==> src/hdl/stop_monitor_params.svh <==
`ifndef STOP_MONITOR_PARAMS_SVH
`define STOP_MONITOR_PARAMS_SVH
`define CLOCK_MHZ 200
`define WINDOW_NEW_MS 1000
`define WINDOW_OLD_MS 10
`define WINDOW_NEW_CYCLES (`WINDOW_NEW_MS * 1000 * `CLOCK_MHZ)
`define WINDOW_OLD_CYCLES (`WINDOW_OLD_MS * 1000 * `CLOCK_MHZ)
`define REACTION_MAX_MS 100
`define REACTION_MAX_CYCLES (`REACTION_MAX_MS * 1000 * `CLOCK_MHZ)
`define SYNC_STAGES 2
`endif

==> src/hdl/stop_monitor_pkg.sv <==
package stop_monitor_pkg;
	typedef enum logic [2:0] {
		st_safe = 3'b000,
		st_ready = 3'b001,
		st_run = 3'b010,
		st_mismatch = 3'b011,
		st_open = 3'b100,
		st_fault = 3'b101
	} monitor_state_type;
endpackage

==> src/hdl/channel_sync.sv <==
module channel_sync #(
	parameter int STAGES = 2
) (
	// Clock and reset
	input wire logic mclk,
	input wire logic rst_b,
	input wire logic clk_en,
	// Pin and result
	input wire logic pin,
	output logic synced
);
	logic [STAGES-1:0] chain;

	always_ff @(posedge mclk) begin
		if (!rst_b) begin
			chain <= '0;
		end else if (clk_en) begin
			chain <= {chain[STAGES-2:0], pin};
		end
	end

	assign synced = chain[STAGES-1];
endmodule // channel_sync

==> src/hdl/safe_stop_monitor.sv <==
// Behaviour
// - Ready or run only with both channels powered
// - Either channel drop removes gate drive
// - Channel-only stop coasts, no deceleration
// - Unmatched drop past window raises discrepancy
// - Matched drop within window reports open
// - Window one second or ten milliseconds
// - Single fault locks out, torque stays off
// - Enable allowed once external fault clears
// - Torque-off within 100 ms of demand
`include "stop_monitor_params.svh"
module safe_stop_monitor #(
	parameter int WINDOW_NEW = `WINDOW_NEW_CYCLES,
	parameter int WINDOW_OLD = `WINDOW_OLD_CYCLES,
	parameter int SYNC_STAGES = `SYNC_STAGES
) (
	// Clock and reset
	input wire logic mclk,
	input wire logic rst_b,
	input wire logic clk_en,
	// Safety channel pins
	input wire logic safety_channel_a,
	input wire logic safety_channel_b,
	// Configuration
	input wire logic new_firmware_window,
	input wire logic open_condition_fault_enable,
	// Drive commands, same clock
	input wire logic start_cmd,
	input wire logic stop_cmd,
	input wire logic fault_reset,
	// Status and gate control
	output logic gate_enable,
	output logic decel_request,
	output logic drive_ready,
	output logic drive_running,
	output logic channel_discrepancy_fault,
	output logic safety_open_condition,
	output stop_monitor_pkg::monitor_state_type monitor_state
);
	import stop_monitor_pkg::*;

	logic chan_a;
	logic chan_b;
	logic both_on;
	logic both_off;
	logic [31:0] window_count;
	logic [31:0] window_limit;
	logic window_expired;

	channel_sync #(.STAGES(SYNC_STAGES)) sync_a (
		.mclk(mclk),
		.rst_b(rst_b),
		.clk_en(clk_en),
		.pin(safety_channel_a),
		.synced(chan_a)
	);

	channel_sync #(.STAGES(SYNC_STAGES)) sync_b (
		.mclk(mclk),
		.rst_b(rst_b),
		.clk_en(clk_en),
		.pin(safety_channel_b),
		.synced(chan_b)
	);

	assign both_on = chan_a && chan_b;
	assign both_off = !chan_a && !chan_b;
	assign window_limit = new_firmware_window ? 32'(WINDOW_NEW) : 32'(WINDOW_OLD);
	assign window_expired = window_count >= window_limit;

	// Discrepancy timer runs only while channels disagree
	always_ff @(posedge mclk) begin
		if (!rst_b) begin
			window_count <= 32'h00000000;
		end else if (clk_en) begin
			if (both_on || both_off) begin
				window_count <= 32'h00000000;
			end else if (!window_expired) begin
				window_count <= window_count + 32'h00000001;
			end
		end
	end

	// Main state
	always_ff @(posedge mclk) begin
		if (!rst_b) begin
			monitor_state <= st_safe;
		end else if (clk_en) begin
			unique case (monitor_state)
				st_safe: begin
					if (both_on) begin
						monitor_state <= st_ready;
					end else if (both_off) begin
						monitor_state <= st_open;
					end else begin
						monitor_state <= st_mismatch;
					end
				end
				st_ready, st_run: begin
					if (both_off) begin
						monitor_state <= st_open;
					end else if (!both_on) begin
						monitor_state <= st_mismatch;
					end else if (monitor_state == st_ready && start_cmd && !stop_cmd) begin
						monitor_state <= st_run;
					end else if (monitor_state == st_run && stop_cmd) begin
						monitor_state <= st_ready;
					end
				end
				st_mismatch: begin
					if (both_off) begin
						monitor_state <= st_open;
					end else if (both_on) begin
						monitor_state <= st_ready;
					end else if (window_expired) begin
						monitor_state <= st_fault;
					end
				end
				st_open: begin
					if (both_on) begin
						monitor_state <= st_ready;
					end else if (!both_off) begin
						monitor_state <= st_mismatch;
					end
				end
				st_fault: begin
					if (both_on && fault_reset) begin
						monitor_state <= st_ready;
					end
				end
				default: begin
					monitor_state <= st_safe;
				end
			endcase
		end
	end

	// Gate drive needs both synchronised channels and the run state
	always_ff @(posedge mclk) begin
		if (!rst_b) begin
			gate_enable <= 1'b0;
		end else if (clk_en) begin
			gate_enable <= both_on && (monitor_state == st_run);
		end
	end

	// Status flags
	always_ff @(posedge mclk) begin
		if (!rst_b) begin
			drive_ready <= 1'b0;
			drive_running <= 1'b0;
			channel_discrepancy_fault <= 1'b0;
			safety_open_condition <= 1'b0;
			decel_request <= 1'b0;
		end else if (clk_en) begin
			drive_ready <= both_on && (monitor_state == st_ready);
			drive_running <= both_on && (monitor_state == st_run);
			channel_discrepancy_fault <= monitor_state == st_fault;
			safety_open_condition <= (monitor_state == st_open) && open_condition_fault_enable;
			decel_request <= both_on && stop_cmd && (monitor_state == st_run);
		end
	end
endmodule // safe_stop_monitor

==> config.mk <==
export PLATFORM = sky130hd
export DESIGN_NAME = safe_stop_monitor
export DESIGN_NICKNAME = d
export VERILOG_FILES = /design/src/hdl/stop_monitor_pkg.sv /design/src/hdl/channel_sync.sv /design/src/hdl/safe_stop_monitor.sv
export VERILOG_INCLUDE_DIRS = /design/src /design/src/hdl
export SDC_FILE = /design/constraint.sdc
export NUM_CORES = 1
export LEC_CHECK = 0
export ABC_AREA = 1
export BUFFER_PORTS_ARGS = -buffer_cell sky130_fd_sc_hd__buf_4
export CAP_MARGIN = 20
export CORE_MARGIN = 2
export CORE_UTILIZATION = 30
export DETAILED_ROUTE_END_ITERATION = 10
export HOLD_SLACK_MARGIN = 0.05
export PLACE_DENSITY = 0.45
export SYNTH_ARGS = -nofsm -noshare
export SYNTH_HDL_FRONTEND = slang
export SYNTH_SLANG_ARGS = --single-unit
export TNS_END_PERCENT = 20
==> constraint.sdc <==
create_clock -name mclk -period 2.8 [get_ports mclk]
set_input_delay 0.7 -clock mclk [delete_from_list [all_inputs] [get_ports mclk]]
set_output_delay 0.7 -clock mclk [all_outputs]
set_load 0.1 [all_outputs]
; Word-level counts from Yosys, hierarchy flattened
; Cells that the tools add are included.
[word_totals]
word_cells = 56
out_inout_bits = 9
register_bits = 44
[classes]
order_cmp = 1
n_eq_ne = 10
muxes = 16
n_reduce_logical = 19
n_addsub = 1
[ops]
columns = op, count
row1 = 2-to-1 mux 32 bit, 2
row2 = 2-to-1 mux 3 bit, 12
row3 = adder 32 x 1 -> 32 bit (second input constant), 1
row4 = greater-or-equal comparator 32 x 28 -> 1 bit, 1
row5 = 2-to-1 mux 28 bit, 1
row6 = case mux 3 bit (5 select lines), 1
row7 = logical AND 1 bit, 11
row8 = equality test 3 x 2 -> 1 bit (second input constant), 2
row9 = equality test 3 bit (second input constant), 2
row10 = != test 5 bit (second input constant), 1
row11 = AND reduction 5 bit, 1
row12 = != test 4 bit (second input constant), 1
row13 = equality test 3 x 1 -> 1 bit (second input constant), 1
row14 = logical NOT 1 bit, 3
row15 = logical NOT 3 bit, 1
row16 = != test 3 bit (second input constant), 1
row17 = != test 2 x 1 -> 1 bit (second input constant), 1
row18 = != test 2 bit (second input constant), 1
row19 = AND reduction 2 bit, 1
row20 = OR reduction 2 bit, 1
row21 = logical OR 1 bit, 1

; Depth between registers and ports, before layout
[depth]
ltp_word = 7
depth_mapped = 14

; Hierarchy
; A second synthesis with hierarchy kept.
[unflattened]
hier_cells = 506
hier_area_um2 = 3323.2
[modules_own_cells]
columns = module, cells_per_inst, instances, area_per_inst_um2
row1 = safe_stop_monitor, 482, 1, 3163.0
row2 = channel_sync, 12, 2, 80.1

; Worst setup path after synthesis
; No wires, ideal clock.
[synth_timing]
kind = input to register
from = input port new_firmware_window
to = register window_count[0]
n_path_buf = 2
cell_stages = 12
t_arrival_ns = 2.168
setup_slack_ns = 0.518
required_time_ns = 2.687
cell_sequence = inv_1 -> ha_1 -> nand2_1 -> inv_1 -> a21oi_1 -> nand2_1 -> a21oi_1 -> nand3_2 -> buf_6 -> buf_8 -> o21ai_1 -> nor2_1
[synth_between]
elab_chain_len = 4
[synth_lines]
columns = element, line
row1 = from (decl), safe_stop_monitor.sv:25  ; input wire logic new_firmware_window,
row2 = 2-to-1 mux 28 bit, safe_stop_monitor.sv:68  ; assign window_limit = new_firmware_window ? 32'(WINDOW_NEW) : 32'(WINDOW_OLD);
row3 = greater-or-equal comparator 32 x 28 -> 1 bit, safe_stop_monitor.sv:69  ; assign window_expired = window_count >= window_limit;
row4 = != test 2 x 1 -> 1 bit (no line), -
row5 = AND reduction 2 bit (no line), -
row6 = to (signal assigned), safe_stop_monitor.sv:79  ; window_count <= window_count + 32'h00000001;
row7 = to (decl), safe_stop_monitor.sv:46  ; logic [31:0] window_count;
; Every way passes these cells.
; A chain may end at the register's enable or synchronous reset.

; Final worst setup path
[layout_timing]
from = input port new_firmware_window
to = register window_count[22]
; The elaborated chain is that of the path after synthesis.

==> metrics.yaml <==
placement:
  hpwlAfterDp_mm: 7.06
  port-buffer-count: 18
  place.gp.congestion: 0.863
cts:
  postCtsSetupBuffers: 0
  cts_made_buffers: 5
  clkTransAtPathRegs_ns: 0.09
  clock-sinks: 44
  ctsResizeCount: 0
  clock_insertion_delay_worst_skew_ns: 0.30
  root_buffer: "clkbuf_8"
  clockBufferDepth: 2
  h-tree-depth: 2
  cts_hold_buf: 0
  tritoncts: "done"
floorplan:
  die-area_um2: 11400
  initial_utilization_pct: 30.8
  ios: 19
  dieWidth_um: 107
  fp.dieH_um: 107
  row_count: 37
  core_area_um2: 10300
routing:
  drc: 0
  drtPass1Iterations: 4
  num_vias: 3268
  wirelength_mm: 9.33
  avgRoutedWirePerCell_um: 13.7
  drt_iter0_markers: 180
  via_per_inst: 4.81
  antenna_left: 0
synthesis:
  synth_fp_nets: 554
  synth_cells: 526
  ys_seq_area_share_pct: 27.7
  ys_seq_elements: 44
  synthDistinctLibCells: 28
  avgSynthCellArea_um2: 6.05
  yosys_warnings: 0
  syn_area_um2: 3180
critical_path:
  crit_type: "in -> reg"
  cp-end-kind: "flip-flop"
  crit_arrival_ns: 2.60
  cp_max_fo: 16
  start_kind: "input pin"
  worstPathRequired_ns: 3.03
global_routing:
  grt_pass1_wl_mm: 16.0
  antenna_found_initial: 0
  gr-total-overflow: 0
  grt_max_degree: 31
  grt_pass1_vias: 3189
  grt_use_total_pct: 17.7
timing:
  period_share_pct: 84.4
  period_minus_slack_ns: 2.36
  skew_ns: 0.00905
  setup_viol: 0
  finalMaxSlewViolations: 0
  rsz0062_at_grt: "no"
  final.setup.tns_ns: 0
  slew_headroom_pct: 74.3
  worst_slew_pin_slew_ns: 0.383
  fmaxAchievable_mhz: 423
  hold_viol: 0
worst_hold_path:
  hp-class: "reg -> reg"
power_and_ir_drop:
  power_density_nw_per_um2: 403
  ir_drop_v: 0.000342
  p_leak_nw: 1.40
flow_run:
  maxCapViolCount: 0
run_status:
  status: "completed"
cells_and_area:
  nets: 571
  fill_cells: 1160
  antenna_cells: 0
  syn_to_final_growth_pct: 11.2
  drive_gt1_share_pct: 8.82
  utilization_pct: 34.3
## cell usage in the layout (no fill, tap or decap)
cell type	count
a41oi_1	1
o211ai_1	1
ha_1	18
or2_2	1
dfxtp_1	44
inv_1	57
nand4_1	6
nor3_1	19
clkinv_2	1
clkbuf_8	5
nand2_1	144
nor3_2	1
buf_4	26
bufinv_16	1
clkinvlp_4	1
a21oi_1	40
nand3_1	56
clkinv_1	1
o21ai_0	7
inv_2	3
nand3_2	1
nor2_1	86
nand2_2	4
xor2_1	7
xnor2_1	4
o21ai_1	4
nor2_2	4
nor3b_1	1
## Yosys cell counts
library cell	number	area [um^2]
a21oi_1	40	200
o21ai_1	4	20.0
o211ai_1	1	7.51
buf_2	2	10.0
inv_2	3	11.3
xnor2_1	4	35.0
clkinv_1	1	3.75
nor3_2	1	10.0
nor2_2	4	25.0
ha_1	18	225
nand2_2	4	25.0
o21ai_0	7	35.0
nand3_1	56	280
or2_2	1	6.26
a41oi_1	1	8.76
nand2_1	144	541
nand4_1	6	37.5
buf_8	2	30.0
dfxtp_1	44	881
nor3b_1	1	7.51
nor3_1	19	95.1
buf_4	3	22.5
inv_1	57	214
nor2_1	86	323
buf_6	3	33.8
xor2_1	7	61.3
nand3_2	1	10.0
clkbuf_1	6	22.5
## flip-flops by register name, summed over array words and instances, names as in the netlist
| signal | count |
|---|---|
| safety_open_condition | 1 |
| monitor_state | 3 |
| channel_discrepancy_fault | 1 |
| decel_request | 1 |
| sync_a.chain | 2 |
| window_count | 32 |
| drive_ready | 1 |
| drive_running | 1 |
| sync_b.chain | 2 |
## power breakdown
part | switching (W) | total (W) | internal [W]
registers | 0.0000181 | 0.000658 | 0.000640
logic | 0.000196 | 0.000268 | 0.0000716
clock network | 0.000237 | 0.000502 | 0.000264
total | 0.000452 | 0.00143 | 0.000976
## critical path, stage by stage
cell,delay [ns]
buf_4,0.13
inv_1,0.20
buf_4,0.20
ha_1,0.25
nand2_1,0.06
nand2_1,0.05
nand2_1,0.05
nand2_1,0.07
a21oi_1,0.19
nand3_2,0.15
nand2_2,0.09
buf_4,0.23
nand2_1,0.09
a21oi_1,0.14
## through the flow
step                hold WS (ns)  cells  power [W]  instance area, um^2  worst slack [ns]
finish                     0.454    680    0.00143                 3540             0.437
global route               0.482    680    0.00151                 3540             0.215
CTS                        0.460    680    0.00145                 3540             0.432
detailed placement         0.446    672   0.000941                 3430             0.112
global placement           0.436    672   0.000944                 3430             0.213
floorplan                  0.424    526   0.000870                 3180             0.518
## kinds of logic after synthesis
logic type | Yosys count | share of synthesized area, %
AO/OA/AOI/OAI | 53 | 8.53
XOR/XNOR | 11 | 3.03
adder cells (fa/ha/maj) | 18 | 7.08
buffers and inverters | 77 | 10.9
flip-flops | 44 | 27.7
AND/OR/NAND/NOR | 323 | 42.7
## layer usage
metal	vias up	GRT usage, %	part of all wire (%)
met2	55	27.5	43
met5	-	0	0
met3	6	2.55	4.3
met4	0	3.90	0.88
met1	1501	25.9	52
li1	1706	-	-
## layout make-up
type                            instances  area (um^2)  share of cell area [%]
Multi-Input combinational cell        405         1950                    55.2
Sequential cell                        44          881                    24.9
Inverter                               61          229                    6.47
Timing Repair Buffer                   26          195                    5.51
Tap cell                              136          170                    4.81
Clock buffer                            5         68.8                    1.94
Clock inverter                          3         42.5                    1.20
## final timing paths
check	from	endpoint	slack, ns	cells past startpoint
max	new_firmware_window	window_count[22]$_SDFFE_PN0P_	0.44	14
min	window_count[29]$_SDFFE_PN0P_	window_count[29]$_SDFFE_PN0P_	0.45	2
max reg2reg	window_count[23]$_SDFFE_PN0P_	window_count[22]$_SDFFE_PN0P_	0.69	11
min reg2reg	window_count[29]$_SDFFE_PN0P_	window_count[29]$_SDFFE_PN0P_	0.45	2
No activity file was read; power rests on OpenSTA's default activity.
